## src/core/fse_pkg.sv

```systemverilog
// constants and types for the arithmetic status and exception unit
// assumes one clock (mclk) and a datapath that reports one result per op
package fse_pkg;
	// status word bit positions
	localparam int ERR_BIT = 15;
	localparam int GDIS_BIT = 14;
	localparam int UNDEF_EN_BIT = 11;
	localparam int UNF_EN_BIT = 10;
	localparam int OVF_EN_BIT = 9;
	localparam int CONV_EN_BIT = 8;
	localparam int DBL_BIT = 7;
	localparam int LONG_BIT = 6;
	localparam int TRUNC_BIT = 5;
	localparam int MAINT_BIT = 4;
	localparam int NEG_BIT = 3;
	localparam int ZERO_BIT = 2;
	localparam int OVF_BIT = 1;
	localparam int CARRY_BIT = 0;
	// reset value and the bits software may load (maint handled apart)
	localparam logic [15:0] STATUS_RST = 16'h0000;
	localparam logic [15:0] LOAD_MASK = 16'h4FE0;
	// exception codes
	localparam logic [3:0] CODE_ILLEGAL = 4'h2;
	localparam logic [3:0] CODE_DIVZERO = 4'h4;
	localparam logic [3:0] CODE_CONV = 4'h6;
	localparam logic [3:0] CODE_OVF = 4'h8;
	localparam logic [3:0] CODE_UNF = 4'hA;
	localparam logic [3:0] CODE_UNDEF = 4'hC;
	localparam logic [3:0] CODE_MAINT = 4'hE;
	localparam logic [3:0] CODE_RST = 4'h0;
	// shared vector, 244 octal
	localparam logic [8:0] IRQ_VECTOR = 9'h0A4;
	// operand high word: sign and biased exponent fields
	localparam int SIGN_BIT = 15;
	localparam int EXP_HI = 14;
	localparam int EXP_LO = 7;
	localparam logic [7:0] EXP_ZERO = 8'h00;
	localparam logic [2:0] MODE_DIRECT_ACC = 3'h0;
	// interrupt handshake states
	typedef enum logic [1:0] {
		IRQ_IDLE = 2'b01,
		IRQ_PEND = 2'b10
	} fse_irq_state_t;
	// whole state of the main unit
	typedef struct packed {
		logic [15:0] status;
		logic [3:0] code;
		logic [15:0] addr;
		fse_irq_state_t irqState;
		logic [8:0] vector;
		logic resValid;
		logic resWrite;
		logic resForceZero;
		logic [7:0] resExp;
		logic [31:0] convOut;
	} fse_state_t;
endpackage : fse_pkg

```

## src/core/fse_exp_fixup.sv

```systemverilog
// exponent range check and result fixup for one arithmetic result
// assumes a 10-bit two's complement biased exponent from the datapath
`timescale 1ns/1ps
module fse_exp_fixup (
	input wire logic [9:0] expFull,
	input wire logic resIsZero,
	input wire logic unfEn,
	input wire logic ovfEn,
	input wire logic lateVariant,
	output logic ovf,
	output logic unf,
	output logic forceZero,
	output logic [7:0] expOut
);
	// ovf: positive and beyond 8 bits; unf: at or below zero bias
	always_comb begin
		ovf = !expFull[9] && expFull[8];
		unf = !resIsZero && (expFull[9] || expFull == 10'h000);
		// low eight bits are the wrapped exponent, off by 400 octal
		expOut = expFull[7:0];
		// disabled underflow is zeroed on both variants
		// disabled overflow is zeroed on the late variant only
		forceZero = (unf && !unfEn) || (ovf && !ovfEn && lateVariant);
	end
endmodule : fse_exp_fixup

```

## src/core/fse_int_range.sv

```systemverilog
// range check of a float to integer conversion result
// assumes the datapath hands over the full signed integer before cut
`timescale 1ns/1ps
module fse_int_range (
	input wire logic signed [33:0] value,
	input wire logic longSel,
	output logic fail,
	output logic carry,
	output logic [31:0] intOut
);
	logic fitsLong; // sign bits above bit 31 agree
	logic fitsShort; // sign bits above bit 15 agree
	always_comb begin
		fitsLong = (value[33:31] == {3{value[31]}});
		fitsShort = (value[33:15] == {19{value[15]}});
		// word width picked by the long select
		fail = longSel ? !fitsLong : !fitsShort;
		// carry out of the top bit only happens when it does not fit
		carry = fail;
		// failed conversion stores zero
		if (fail) begin
			intOut = 32'h0000_0000;
		end else if (longSel) begin
			intOut = value[31:0];
		end else begin
			intOut = {{16{value[15]}}, value[15:0]};
		end
	end
endmodule : fse_int_range

```

## src/core/fse_status_unit.sv

```systemverilog
// status word, exception code/address and interrupt request
// assumes datapath strobes opDone once per instruction, on mclk
`timescale 1ns/1ps
module fse_status_unit (
	input wire logic mclk,
	input wire logic rst_n,
	// reset instruction from the central processor
	input wire logic sysResetInstr,
	// load status instruction and its word
	input wire logic loadStatus,
	input wire logic [15:0] loadData,
	input wire logic kernelMode,
	// one instruction finished or trapped
	input wire logic opDone,
	input wire logic [15:0] opAddr,
	input wire logic opIllegal,
	input wire logic opDivZero,
	input wire logic opMaintTrap,
	input wire logic opUndefElig,
	input wire logic opNegAbs,
	input wire logic opIsConv,
	input wire logic operandFromMem,
	input wire logic [2:0] addrMode,
	input wire logic [15:0] operandHi,
	input wire logic resNeg,
	input wire logic resZeroIn,
	input wire logic [9:0] resExpFull,
	input wire logic signed [33:0] convValue,
	input wire logic lateVariant,
	// processor accepted the interrupt
	input wire logic irqAck,
	// status word as read by the store instruction
	output logic [15:0] statusWord,
	output logic [3:0] excCode,
	output logic [15:0] excAddr,
	output logic irqReq,
	output logic [8:0] irqVector,
	// result write-back controls toward the datapath
	output logic resultValid,
	output logic resultWrite,
	output logic resultForceZero,
	output logic [7:0] resultExp,
	output logic [31:0] convResult,
	// mode selects steering the datapath
	output logic dblSel,
	output logic longSel,
	output logic truncSel
);
	// synchronised reset copy
	logic rstMeta;
	logic rstSync;
	// main state and its next value
	fse_pkg::fse_state_t state_reg;
	fse_pkg::fse_state_t state_next;
	// submodule results
	logic ovf;
	logic unf;
	logic fixZero;
	logic [7:0] fixExp;
	logic convFail;
	logic convCarry;
	logic [31:0] convInt;
	// decoded conditions for this instruction
	logic undefSeen;
	logic undefBefore;
	logic undefAfter;
	logic takeAny;
	logic executed;
	logic [3:0] takeCode;

	// 0 pattern: sign one, biased exponent zero
	function automatic logic isUndef(input logic [15:0] w);
		isUndef = w[fse_pkg::SIGN_BIT]
			&& (w[fse_pkg::EXP_HI:fse_pkg::EXP_LO] == fse_pkg::EXP_ZERO);
	endfunction : isUndef

	// pick a status bit, shared by many decodes
	function automatic logic stBit(input logic [15:0] s, input int idx);
		stBit = s[idx];
	endfunction : stBit

	// reset release through two flops; assert stays asynchronous
	always_ff @(posedge mclk or negedge rst_n) begin
		if (!rst_n) begin
			rstMeta <= 1'b0;
			rstSync <= 1'b0;
		end else begin
			rstMeta <= 1'b1;
			rstSync <= rstMeta;
		end
	end

	// exponent range check and wrapped exponent
	fse_exp_fixup uFix (
		.expFull(resExpFull),
		.resIsZero(resZeroIn),
		.unfEn(stBit(state_reg.status, fse_pkg::UNF_EN_BIT)),
		.ovfEn(stBit(state_reg.status, fse_pkg::OVF_EN_BIT)),
		.lateVariant(lateVariant),
		.ovf(ovf),
		.unf(unf),
		.forceZero(fixZero),
		.expOut(fixExp)
	);

	// integer width check for conversions
	fse_int_range uConv (
		.value(convValue),
		.longSel(stBit(state_reg.status, fse_pkg::LONG_BIT)),
		.fail(convFail),
		.carry(convCarry),
		.intOut(convInt)
	);

	// exception decode and precedence
	always_comb begin
		// accumulator operands in direct mode never take the -0 trap
		undefSeen = opUndefElig && operandFromMem
			&& (addrMode != fse_pkg::MODE_DIRECT_ACC)
			&& isUndef(operandHi)
			&& stBit(state_reg.status, fse_pkg::UNDEF_EN_BIT);
		// late variant traps neg/abs after they execute
		undefAfter = undefSeen && lateVariant && opNegAbs;
		undefBefore = undefSeen && !undefAfter;
		takeAny = 1'b1;
		executed = 1'b1;
		takeCode = fse_pkg::CODE_RST;
		// first detected condition is recorded, later ones dropped
		if (opIllegal) begin
			takeCode = fse_pkg::CODE_ILLEGAL;
			executed = 1'b0;
		end else if (opMaintTrap
			&& stBit(state_reg.status, fse_pkg::MAINT_BIT)) begin
			takeCode = fse_pkg::CODE_MAINT;
			executed = 1'b0;
		end else if (undefBefore) begin
			// trap taken before execution: nothing written
			takeCode = fse_pkg::CODE_UNDEF;
			executed = 1'b0;
		end else if (opDivZero) begin
			takeCode = fse_pkg::CODE_DIVZERO;
			executed = 1'b0;
		end else if (opIsConv && convFail
			&& stBit(state_reg.status, fse_pkg::CONV_EN_BIT)) begin
			takeCode = fse_pkg::CODE_CONV;
		end else if (!opIsConv && ovf
			&& stBit(state_reg.status, fse_pkg::OVF_EN_BIT)) begin
			takeCode = fse_pkg::CODE_OVF;
		end else if (!opIsConv && unf
			&& stBit(state_reg.status, fse_pkg::UNF_EN_BIT)) begin
			takeCode = fse_pkg::CODE_UNF;
		end else if (undefAfter) begin
			takeCode = fse_pkg::CODE_UNDEF;
		end else begin
			// disabled or absent exceptions are not taken
			takeAny = 1'b0;
		end
	end

	// next state: status word, records, interrupt, write-back
	always_comb begin
		state_next = state_reg;
		state_next.resValid = 1'b0;
		// software load of modes and enables
		if (loadStatus) begin
			state_next.status = (state_reg.status & ~fse_pkg::LOAD_MASK)
				| (loadData & fse_pkg::LOAD_MASK);
			// maint mode only from kernel mode
			if (kernelMode) begin
				state_next.status[fse_pkg::MAINT_BIT] =
					loadData[fse_pkg::MAINT_BIT];
			end
			// the load and the reset instruction are the only software clears of the error flag
			// the flag is device produced, so the loaded bit is ignored
			state_next.status[fse_pkg::ERR_BIT] = 1'b0;
		end
		// reset instruction returns the word to its reset value
		if (sysResetInstr) begin
			state_next.status = fse_pkg::STATUS_RST;
		end
		if (opDone) begin
			// write-back controls for the datapath
			state_next.resValid = 1'b1;
			state_next.resWrite = executed;
			state_next.resForceZero = fixZero && !opIsConv;
			state_next.resExp = fixExp;
			state_next.convOut = convInt;
			// condition codes follow every executed operation
			if (executed) begin
				state_next.status[fse_pkg::NEG_BIT] = resNeg && !fixZero;
				state_next.status[fse_pkg::ZERO_BIT] = resZeroIn || fixZero;
				state_next.status[fse_pkg::OVF_BIT] = ovf && !opIsConv;
				state_next.status[fse_pkg::CARRY_BIT] = opIsConv && convCarry;
			end
			if (takeAny) begin
				// set wins over a load in the same cycle
				state_next.status[fse_pkg::ERR_BIT] = 1'b1;
				// record cause and faulting address
				state_next.code = takeCode;
				state_next.addr = opAddr;
			end
		end
		// interrupt handshake; global disable only blocks the request
		case (state_reg.irqState)
			fse_pkg::IRQ_IDLE: begin
				if (opDone && takeAny
					&& !stBit(state_reg.status, fse_pkg::GDIS_BIT)) begin
					state_next.irqState = fse_pkg::IRQ_PEND;
					state_next.vector = fse_pkg::IRQ_VECTOR;
				end
			end
			fse_pkg::IRQ_PEND: begin
				// held until the processor takes the vector or a reset instruction drops it
				if (irqAck || sysResetInstr) begin
					state_next.irqState = fse_pkg::IRQ_IDLE;
				end
			end
			default: begin
				state_next.irqState = fse_pkg::IRQ_IDLE;
			end
		endcase
	end

	// state register
	always_ff @(posedge mclk or negedge rstSync) begin
		if (!rstSync) begin
			state_reg.status <= fse_pkg::STATUS_RST;
			state_reg.code <= fse_pkg::CODE_RST;
			state_reg.addr <= 16'h0000;
			state_reg.irqState <= fse_pkg::IRQ_IDLE;
			state_reg.vector <= fse_pkg::IRQ_VECTOR;
			state_reg.resValid <= 1'b0;
			state_reg.resWrite <= 1'b0;
			state_reg.resForceZero <= 1'b0;
			state_reg.resExp <= 8'h00;
			state_reg.convOut <= 32'h0000_0000;
		end else begin
			state_reg <= state_next;
		end
	end

	// outputs straight from the state flops
	always_comb begin
		// field order of the word is fixed by the bit constants
		statusWord = state_reg.status;
		excCode = state_reg.code;
		excAddr = state_reg.addr;
		irqReq = (state_reg.irqState == fse_pkg::IRQ_PEND);
		irqVector = state_reg.vector;
		resultValid = state_reg.resValid;
		resultWrite = state_reg.resWrite;
		resultForceZero = state_reg.resForceZero;
		resultExp = state_reg.resExp;
		convResult = state_reg.convOut;
		// mode selects for precision, integer width, chop
		dblSel = state_reg.status[fse_pkg::DBL_BIT];
		longSel = state_reg.status[fse_pkg::LONG_BIT];
		truncSel = state_reg.status[fse_pkg::TRUNC_BIT];
	end
endmodule : fse_status_unit

```

## config.mk

```make
export PLATFORM = sky130hd
export DESIGN_NAME = fse_status_unit
export DESIGN_NICKNAME = d
export VERILOG_FILES = /design/src/core/fse_pkg.sv /design/src/core/fse_exp_fixup.sv /design/src/core/fse_int_range.sv /design/src/core/fse_status_unit.sv
export SDC_FILE = /design/constraint.sdc
export NUM_CORES = 1
export LEC_CHECK = 0
export BUFFER_PORTS_ARGS = -buffer_cell sky130_fd_sc_hd__buf_2
export CAP_MARGIN = 20
export CORE_ASPECT_RATIO = 0.7
export CORE_MARGIN = 1.5
export CORE_UTILIZATION = 47
export DETAILED_ROUTE_END_ITERATION = 8
export PLACE_DENSITY = 0.93
export SYNTH_ARGS = -nofsm -noshare
export SYNTH_HDL_FRONTEND = slang
export SYNTH_SLANG_ARGS = --single-unit
```

## constraint.sdc

```tcl
create_clock -name mclk -period 3.35 [get_ports mclk]
set_clock_uncertainty 0.2 [all_clocks]
set_input_delay 0.1675 -clock mclk [delete_from_list [all_inputs] [get_ports mclk]]
set_output_delay 0.1675 -clock mclk [all_outputs]
set_load 0.01 [all_outputs]
```

; After elaboration in Yosys (flattened, before gate mapping)
; Cells that the tools add are included.
[word_totals]
out_inout_bits = 92
register_bits = 83
in_bits = 112
wordCells = 98
[op_classes]
mux = 35
n_reduce_logical = 44
eq_ne = 6
bitwise_logic = 1
[op_table]
columns = cell, n
row1 = $mux 32, 2
row2 = $mux 43, 1
row3 = $mux 4, 9
row4 = $mux 16, 2
row5 = $logic_and 1x1->1, 24
row6 = $mux 24, 1
row7 = $mux 20, 1
row8 = $eq 18x18->1, 1
row9 = $mux 1, 16
row10 = $or 14x15->15, 1
row11 = $mux 11, 1
row12 = $logic_not 1->1, 10
row13 = $logic_not 10->1, 1
row14 = $logic_not 8->1, 1
row15 = $logic_or 1x1->1, 4
row16 = $pmux 2 s2, 1
row17 = $reduce_and 2->1, 2
row18 = $reduce_bool 3->1, 1
row19 = $eq 2x1->1 const B, 1
row20 = $eq 2x2->1, 1
row21 = $eq 2x2->1 const B, 1
row22 = $mux 2, 1
row23 = $ne 2x1->1 const B, 1
row24 = $ne 2x2->1 const B, 1
row25 = $reduce_bool 2->1, 1

; Logic depth before layout (Yosys ltp)
; Gate-level depths: netlist of run 1.
[depth]
ltp_word = 18
ltp_mapped = 8
mapped_depth_nobuf = 6

; Hierarchy
; Synthesis of run 1 repeated with hierarchy kept, for this count alone.
[hier_totals]
cells_unflattened = 384
area_unflattened_um2 = 4486.8
[modules_own_cells]
columns = module, cells_per_inst, seq_area_each_um2, n_inst, area_each_um2
row1 = fse_status_unit, 310, 2003.2, 1, 3916.3
row2 = fse_int_range, 58, 0.0, 1, 452.9
row3 = fse_exp_fixup, 16, 0.0, 1, 117.6

; Worst setup path after synthesis of run 1
; Ideal clock, no wire load.
[synth_timing]
path_kind = input-to-reg
startpoint = in resExpFull[2]
endpoint = reg state_reg (netlist bit excAddr[0])
required_time_ns = 3.025
setup_ns = 0.125
path_buffers = 1
t_arrival_ns = 1.845
stages = 7
slack_ns = 1.180
cell_sequence = or4_1 -> nor4_1 -> a21o_1 -> o41a_2 -> a31o_4 -> buf_6 -> mux2_4
[synth_via]
elab_chain_cells = 13
[synth_rtl]
columns = element, line_no
row1 = from (decl), fse_status_unit.sv:27  ; input wire logic [9:0] resExpFull,
row2 = $logic_not 10->1, fse_exp_fixup.sv:18  ; unf = !resIsZero && (expFull[9] || expFull == 10'h000);
row3 = $logic_or 1x1->1, fse_exp_fixup.sv:18
row4 = $logic_and 1x1->1, fse_exp_fixup.sv:18
row5 = $logic_and 1x1->1, fse_status_unit.sv:149  ; end else if (!opIsConv && unf
row6 = $logic_and 1x1->1, fse_status_unit.sv:150  ; && stBit(state_reg.status, fse_pkg::UNF_EN_BIT)) begin
row7 = $mux 1, fse_status_unit.sv:149
row8 = $mux 1, fse_status_unit.sv:146  ; end else if (!opIsConv && ovf
row9 = $mux 1, fse_status_unit.sv:143  ; end else if (opIsConv && convFail
row10 = $mux 1, fse_status_unit.sv:140  ; end else if (opDivZero) begin
row11 = $mux 1, fse_status_unit.sv:136  ; end else if (undefBefore) begin
row12 = $mux 1, fse_status_unit.sv:132  ; end else if (opMaintTrap
row13 = $mux 1, fse_status_unit.sv:129  ; if (opIllegal) begin
row14 = $reduce_and 2->1 (no source line), n/a
row15 = to (signal assigned), fse_status_unit.sv:238  ; state_reg <= state_next;
row16 = to (decl), fse_status_unit.sv:53  ; fse_pkg::fse_state_t state_reg;
; Every way passes these cells.
; A chain may end at the register's enable or synchronous reset.

; Final worst setup path of run 1
[layout_timing]
startpoint = in resExpFull[2]
endpoint = reg state_reg (netlist bit excAddr[13])
; The elaborated chain is that of the path after synthesis.

==> results of run 1 <==
[area by class of cell]
type	count	share of cell area
clock buffers	11	0.0407
clock inverters	5	0.0186
inverters	4	0.00263
multi-input cells	238	0.279
flip-flops and latches	80	0.351
well taps	120	0.0263
repair buffers	250	0.282
[where the power goes]
| part | internal [mW] | total, mW | switching, mW | leakage, nW |
|---|---|---|---|---|
| clock network | 0.730 | 1.11 | 0.379 | 0.160 |
| logic | 0.228 | 0.433 | 0.204 | 1.72 |
| registers | 1.03 | 1.09 | 0.0567 | 1.03 |
[worst paths after layout]
check,slack (ns),depth (start not counted),endpoint
min reg2reg,0.15,0,rstSync$_DFF_PN0_
max,0.48,8,excAddr[13]$_DFFE_PN0P_
max reg2reg,0.63,7,statusWord[1]$_DFF_PN0_
max in group asynchronous,2.00,0,excCode[1]$_DFFE_PN0P_
min in group asynchronous,0.29,0,convResult[31]$_DFFE_PN0P_
min,-0.004,2,resultWrite$_DFFE_PN0P_
[cell families after synthesis]
family	synth area share
buffers and inverters	0.174
AOI/OAI and AO/OA	0.118
DFF	0.465
and+or+nand+nor	0.148
other	0.00174
muxes	0.0936
[per-layer routing]
metal	global-route usage	wire, um	part of all wire
met5	0	0	0
met4	0.0887	258	0.022
met3	0.0687	858	0.075
met2	0.430	5650	0.49
met1	0.292	4740	0.41
[cell usage in the layout, fill, tap and decap left out, types with 2 or more instances in the layout]
master / instances
o21ai_0: 4
nand2_1: 74
nor3_1: 6
a21o_1: 2
a211oi_1: 2
buf_4: 3
a21oi_1: 6
and3_1: 2
nor2_1: 17
clkbuf_16: 9
bufinv_16: 3
nand4_1: 2
or4b_4: 2
a31oi_1: 3
nor4_1: 3
o32ai_1: 2
mux2_4: 14
nor2b_1: 2
inv_1: 3
o31ai_1: 2
nand2b_1: 4
nand3b_1: 5
nand3_1: 3
o32a_1: 2
conb_1: 13
o2bb2ai_1: 32
buf_2: 177
mux2i_1: 8
clkbuf_1: 2
dfrtp_1: 78
mux2_2: 10
dlygate4sd3_1: 70
==> impl_metrics.yaml, run 1 <==
worst_setup_path:
  critPathLaunchType: "input pin"
  cp_top_family: "simple AND/OR/NAND/NOR gates"
  required_ns: 3.36
  crit_buf_inv: 2
  r2r_start: "statusWord[11]$_DFFE_PN0P_"
  path_max_fanout: 22
  worstPathCellList: "dlygate4sd3_1 > buf_2 > or4_1 > nor4_1 > a21o_1 > o41a_2 > a31o_4 > mux2_2"
  cpMaxStageDelayCell: "dlygate4sd3_1"
  slowest_delay_ns: 0.55
  path_class: "input pin to flip-flop"
  cp-end-kind: "flip-flop"
  crit_arrival_ns: 2.88
  startpoint: "resExpFull[2]"
place:
  placed_area_mm2: 0.00467
  hpwl_mm: 7.00
  dpl_worst_slack_ns: 0.759
  dp.cells: 622
  portBuffers: 177
  place_congestion: 0.923
grt:
  grt.overflow.total: 0
  grt_pass1_vias: 3770
  grt_max_degree: 79
  antenna_found_initial: 0
  grt_pass1_wl_mm: 19.1
  grtUsageTotal: 0.247
detailed_routing:
  avgViaCountPerCell: 5.13
  first_pass_iters: 5
  wirelength_mm: 11.5
  dr.first_iter.drc_count: 335
  wl_per_cell_um: 16.3
  drc_errors: 0
  vias: 3635
  ant_nets: 0
floorplan:
  die_height_um: 83.1
  core_area_mm2: 0.00865
  num_rows: 28
  ios: 204
  dieWidth_um: 117
  initial_core_util: 0.498
  dieArea_mm2: 0.00976
timing:
  fin_crit_sh: 0.857
  setup_viol: 0
  slew_headroom: 0.341
  min_period_ns: 2.87
  max_freq_ghz: 0.348
  finalSetupTns_ns: 0
  hold_viol_final: 1
  rsz0062_at_grt: "false"
  whs_ns: -0.00366
  worstMarginPinSlew_ns: 0.988
  setup_ws_ns: 0.478
  slew_viol_final: 0
logic_synthesis:
  ys_ff_latch: 80
  ys_top_cells_by_count: "85 x buf_4, 79 x dfrtp_1, 74 x nand2_1"
  async_reset_ff_frac: 1.00
  yosysWarningCount: 0
  synth.yosys.seq_area_share: 0.465
  synth_cells: 416
  synth_area_mm2: 0.00431
  synth_area_leader_cell: "dfrtp_1"
  synth-edff-count: 0
  synth_flop_cell: "dfrtp_1"
  synth_most_common_cell: "buf_4"
  synth_top_area_share: 0.459
  synth.distinct_cells: 49
  synth.avg_cell_area_um2: 10.4
  synth.area.top_cells: "dfrtp_1 46%, buf_4 15%, o2bb2ai_1 6.5%, nand2_1 6.4%, mux2_4 4.9%"
cts:
  root_buffer: "clkbuf_16"
  clk_path_buf_depth: 2
  cts_tree: "built"
  cts.sinks: 80
  cts_resized: 0
  hold_buffers: 70
  cts_buffers: 9
  cts_setup_buffers: 0
  h-tree-depth: 3
  clkTransAtPathRegs_ns: 0.06
  clock_latency_ns: 0.33
layout:
  num-fill-cells: 637
  largest_reg_flops: 32
  nets: 695
  drive_above_1_share: 0.389
  diodes: 0
  stdcell_area_mm2: 0.00571
  multi_input_area_mm2: 0.00159
  finalNonFillerCells: 708
  fin_util: 0.660
  regArea_mm2: 0.00201
  syn2layout_area_growth_pct: 32.7
status:
  status: "complete, but fails checks"
  violations: "negative hold slack"
pwr:
  ir_drop_mv: 0.357
  p_per_area_mw_per_mm2: 461
  power.total_mw: 2.63
  total_leakage_power_nw: 2.91
flow_run:
  maxCapViolations: 0
min_path:
  hp-class: "input pin to flip-flop"
  hold_start: "opDone"
Power figures use the tool's default switching activity.
==> run 2, diff against run 1 <==
--- a/config.mk
+++ b/config.mk
@@ -9,9 +9,9 @@
 export CAP_MARGIN = 20
 export CORE_ASPECT_RATIO = 0.7
 export CORE_MARGIN = 1.5
-export CORE_UTILIZATION = 47
+export CORE_UTILIZATION = 51
 export DETAILED_ROUTE_END_ITERATION = 8
-export PLACE_DENSITY = 0.93
+export PLACE_DENSITY = 0.95
 export SYNTH_ARGS = -nofsm -noshare
 export SYNTH_HDL_FRONTEND = slang
 export SYNTH_SLANG_ARGS = --single-unit
==> constraint.sdc (replaced) <==
create_clock -name mclk -period 3.4 [get_ports mclk]
set_clock_uncertainty 0.2 [all_clocks]
set_input_delay 0 -clock mclk [delete_from_list [all_inputs] [get_ports mclk]]
set_output_delay 0 -clock mclk [all_outputs]
set_load 0.01 [all_outputs]
==> impl_metrics.yaml, run 2 (same netlist as run 1, synthesis figures left out) <==
detailed_routing:
  drc_errors: 0
  first_pass_iters: 4
  wirelength_mm: 12.5
  vias: 3744
  ant_nets: 0
  wl_per_cell_um: 17.4
  avgViaCountPerCell: 5.21
  dr.first_iter.drc_count: 246
pwr:
  ir_drop_mv: 0.427
  total_leakage_power_nw: 3.04
  p_per_area_mw_per_mm2: 430
worst_setup_path:
  path_class: "input pin to flip-flop"
  required_ns: 3.42
  timing.rr.end: "excCode[2]$_DFFE_PN0P_"
  cp-end-kind: "flip-flop"
  path_max_fanout: 22
  r2r_start: "statusWord[11]$_DFFE_PN0P_"
  rrSetupSlack_ns: 0.60
  critPathLaunchType: "input pin"
  reg2reg_depth: 6
  crit_arrival_ns: 3.07
timing:
  fin_crit_sh: 0.896
  rsz0062_at_grt: "false"
  slew_headroom: 0.590
  worstMarginPinSlew_ns: 0.614
  min_period_ns: 3.05
  slew_viol_final: 0
  setup_viol: 0
  max_freq_ghz: 0.328
  finalSetupTns_ns: 0
  hold_viol_final: 0
  whs_ns: 0.0432
floorplan:
  num_rows: 27
  initial_core_util: 0.536
  ios: 204
  core_area_mm2: 0.00804
  dieWidth_um: 113
  die_height_um: 79.9
  dieArea_mm2: 0.00901
grt:
  grt_pass1_vias: 3829
  antenna_found_initial: 0
  grt.overflow.total: 0
  grtUsageTotal: 0.284
  grt_pass1_wl_mm: 19.5
  grt_max_degree: 79
cts:
  cts_tree: "built"
  clock_latency_ns: 0.33
  root_buffer: "clkbuf_16"
  h-tree-depth: 3
  cts_buffers: 9
  clk_path_buf_depth: 2
  cts.sinks: 80
  clkTransAtPathRegs_ns: 0.06
flow_run:
  maxCapViolations: 0
min_path:
  holdPathEnd: "resultValid$_DFF_PN0_"
  hp-class: "input pin to flip-flop"
  holdPathStages: 2
  hold_start: "opDone"
layout:
  nets: 725
  finalNonFillerCells: 719
  mostFrequentLayoutCells: "177 x buf_2, 99 x dlygate4sd3_1, 78 x dfrtp_1"
  largest_reg_flops: 32
  syn2layout_area_growth_pct: 39.0
  drive_above_1_share: 0.374
  fin_util: 0.744
  diodes: 0
  layout_commonest_cell: "buf_2"
place:
  dp.cells: 603
  place_congestion: 0.870
  portBuffers: 177
  hpwl_mm: 7.06
status:
  status: "finished clean"
==> run 2: power by group <==
group / internal, mW / switching (mW)
combinational: 0.253 / 0.219
clock: 0.662 / 0.374
sequential: 1.02 / 0.0482
total: 1.93 / 0.642
==> run 2: what timing repair did <==
item | 4_1_cts | 5_1_grt
setup buffers | 0 | 0
gates resized for setup | 0 | 0
hold buffers | 99 | 0
endpoints found under the setup margin | 0 | 0
hold endpoints to repair | 78 | 0
==> run 2: layout make-up <==
cell class	instances	area, um^2
Fill cell	519	2060
Tap cell	101	126
Timing Repair Buffer	280	1920
Sequential cell	80	2010
Multi-Input combinational cell	238	1590
Clock inverter	5	80.1
Clock buffer	11	243
Inverter	4	15.0
==> run 2: how the worst max path moves through the flow <==
stage	to	depth (start not counted)	start
6_report	excCode[2]$_DFFE_PN0P_	9	resExpFull[2]
5_1_grt	excCode[2]$_DFFE_PN0P_	9	resExpFull[2]
4_1_cts	excCode[2]$_DFFE_PN0P_	9	resExpFull[2]
3_5_place_dp	excAddr[13]$_DFFE_PN0P_	7	resExpFull[2]
3_3_place_gp	excAddr[12]$_DFFE_PN0P_	7	resExpFull[2]
2_1_floorplan	convResult[0]$_DFFE_PN0P_	0	rstSync$_DFF_PN0_
==> run 2: routing by layer <==
metal  vias up  GRT usage  share of wire
li1       1730          -              -
met1      1796      0.329           0.40
met2       192      0.501           0.51
met3        26     0.0774          0.076
met4         0      0.120          0.020
met5         -          0              0
==> run 2: critical path: stages <==
cell and delay, ns:
dlygate4sd3_1 0.54, buf_2 0.13, or4_1 0.52, nor4_1 0.41, a21o_1 0.25, o41a_2 0.15, a31o_4 0.34, o32ai_1 0.15
dlygate4sd3_1 0.58
==> run 2: stage by stage <==
step / power [mW] / area, um^2 / setup WS, ns
after CTS: 2.57 / 5960 / 0.432
after global routing: 2.68 / 5980 / 0.219
after detailed placement: 1.44 / 4650 / 0.961
final: 2.58 / 5980 / 0.352
after global placement: 1.43 / 4650 / 1.01
after floorplan: 1.37 / 4350 / 0.809
==> run 3, diff against run 2 <==
--- a/config.mk
+++ b/config.mk
@@ -5,13 +5,13 @@
 export SDC_FILE = /design/constraint.sdc
 export NUM_CORES = 1
 export LEC_CHECK = 0
-export BUFFER_PORTS_ARGS = -buffer_cell sky130_fd_sc_hd__buf_2
 export CAP_MARGIN = 20
 export CORE_ASPECT_RATIO = 0.7
-export CORE_MARGIN = 1.5
-export CORE_UTILIZATION = 51
+export CORE_MARGIN = 4
+export CORE_UTILIZATION = 60
 export DETAILED_ROUTE_END_ITERATION = 8
-export PLACE_DENSITY = 0.95
+export DONT_BUFFER_PORTS = 1
+export PLACE_DENSITY = 0.88
 export SYNTH_ARGS = -nofsm -noshare
 export SYNTH_HDL_FRONTEND = slang
 export SYNTH_SLANG_ARGS = --single-unit
==> impl_metrics.yaml, run 3 (same netlist as run 1, synthesis figures left out) <==
layout:
  nets: 538
  drive_above_1_share: 0.123
  syn2layout_area_growth_pct: 14.6
  mostFrequentLayoutCells: "90 x dlygate4sd3_1, 78 x dfrtp_1, 74 x nand2_1"
  largest_reg_flops: 32
  diodes: 0
  layout_commonest_cell: "dlygate4sd3_1"
place:
  portBuffers: 0
  place_congestion: 0.871
  hpwl_mm: 6.60
cts:
  cts.sinks: 80
  clk_path_buf_depth: 2
  cts_setup_buffers: 0
  cts_tree: "built"
  clkTransAtPathRegs_ns: 0.09
  root_buffer: "clkbuf_8"
  cts_buffers: 9
  h-tree-depth: 3
  clock_latency_ns: 0.35
grt:
  grtUsageMet3: 0.0991
  grt_pass1_vias: 3251
  grt_pass1_wl_mm: 16.7
  grtUsageTotal: 0.252
  grt.overflow.total: 0
  grt_max_degree: 79
  antenna_found_initial: 0
  grt-busiest-layer: "met2"
  met1_usage: 0.285
  grtUsageMet2: 0.440
floorplan:
  dieArea_mm2: 0.00862
  ios: 204
  initial_core_util: 0.629
  die_height_um: 78.9
  dieWidth_um: 109
  num_rows: 25
  core_area_mm2: 0.00685
detailed_routing:
  dr.first_iter.drc_count: 221
  first_pass_iters: 5
  drc_errors: 0
  vias: 3047
  avgViaCountPerCell: 5.80
  wirelength_mm: 10.7
  wl_per_cell_um: 20.4
  ant_nets: 0
worst_setup_path:
  cp_top_family: "simple AND/OR/NAND/NOR gates"
  crit_arrival_ns: 2.89
  cp-end-kind: "flip-flop"
  required_ns: 3.42
  reg2reg_depth: 6
  path_max_fanout: 22
  slowest_delay_ns: 0.58
  timing.rr.end: "excCode[2]$_DFFE_PN0P_"
  critPathLaunchType: "flip-flop"
  rrSetupSlack_ns: 0.53
  worstPathCellList: "or4bb_1 > nor4_4 > o41a_2 > a31o_4 > o32ai_1 > dlygate4sd3_1"
  path_class: "flip-flop to flip-flop"
  crit_buf_inv: 1
  r2r_start: "statusWord[11]$_DFFE_PN0P_"
  cpMaxStageDelayCell: "dlygate4sd3_1"
min_path:
  holdPathEnd: "state_reg[52]$_DFFE_PN1P_"
  hp-class: "input pin to flip-flop"
  holdPathStages: 3
  hold_start: "opDone"
timing:
  finalSetupTns_ns: 0
  slew_headroom: 0.346
  slew_viol_final: 0
  whs_ns: 0.0589
  setup_viol: 0
  hold_viol_final: 0
  max_freq_ghz: 0.348
  rsz0062_at_grt: "false"
  worstMarginPinSlew_ns: 0.980
  fin_crit_sh: 0.845
  min_period_ns: 2.87
pwr:
  power.total_mw: 2.32
  p_per_area_mw_per_mm2: 470
  total_leakage_power_nw: 2.20
  ir_drop_mv: 0.292
status:
  status: "finished clean"
flow_run:
  maxCapViolations: 0
==> run 3: cell types whose count changed in the layout (fill, tap and decap cells not counted), sizes merged <==
cell	change
inv	+1
clkbuf	-1
dlygate4sd3	-9
bufinv	+2
clkinvlp	-2
buf	-178
==> run 3: routing by layer <==
layer | part of all wire | routed length (um)
met1 | 0.37 | 3980
met2 | 0.50 | 5370
met3 | 0.11 | 1210
met4 | 0.014 | 148
met5 | 0 | 0
==> run 3: how the worst max path moves through the flow <==
stage / from / endpoint / cells past startpoint
floorplan: rstSync$_DFF_PN0_ / convResult[0]$_DFFE_PN0P_ / 0
CTS: statusWord[11]$_DFFE_PN0P_ / excCode[2]$_DFFE_PN0P_ / 6
global placement: statusWord[11]$_DFFE_PN0P_ / excAddr[13]$_DFFE_PN0P_ / 5
finish: statusWord[11]$_DFFE_PN0P_ / excCode[2]$_DFFE_PN0P_ / 6
global route: statusWord[11]$_DFFE_PN0P_ / excCode[2]$_DFFE_PN0P_ / 6
detailed placement: statusWord[11]$_DFFE_PN0P_ / excAddr[13]$_DFFE_PN0P_ / 5
==> run 3: stage by stage <==
| stage | setup WS [ns] | instances | util | instance area (um^2) |
|---|---|---|---|---|
| 2_1_floorplan | 0.809 | 427 | - | 4350 |
| 3_3_place_gp | 0.971 | 418 | 0.547 | 3750 |
| 3_5_place_dp | 0.926 | 418 | 0.547 | 3750 |
| 4_1_cts | 0.561 | 525 | 0.721 | 4940 |
| 5_1_grt | 0.377 | 525 | 0.721 | 4940 |
| 6_report | 0.529 | 525 | 0.721 | 4940 |
==> run 3: power breakdown <==
part / switching [mW] / internal (mW)
sequential: 0.105 / 1.02
clock: 0.352 / 0.569
combinational: 0.113 / 0.166
total: 0.571 / 1.75
==> run 3: tightest hold or removal path, delay by kind of cell <==
family | cells | cell delay [ns]
AOI/OAI and AO/OA | 3 | 0.59
==> run 3: layout make-up <==
cell class | instances | area (um^2)
clock inverters | 6 | 140
fillers | 454 | 1910
inverters | 4 | 15.0
multi-input cells | 238 | 1590
flip-flops and latches | 80 | 2010
clock buffers | 10 | 128
well taps | 94 | 118
repair buffers | 93 | 936
==> run 3: timing repair <==
| action | 4_1_cts | 5_1_grt |
|---|---|---|
| resized for setup | 0 | 0 |
| hold endpoints to repair | 80 | 0 |
| hold buffers | 91 | 0 |
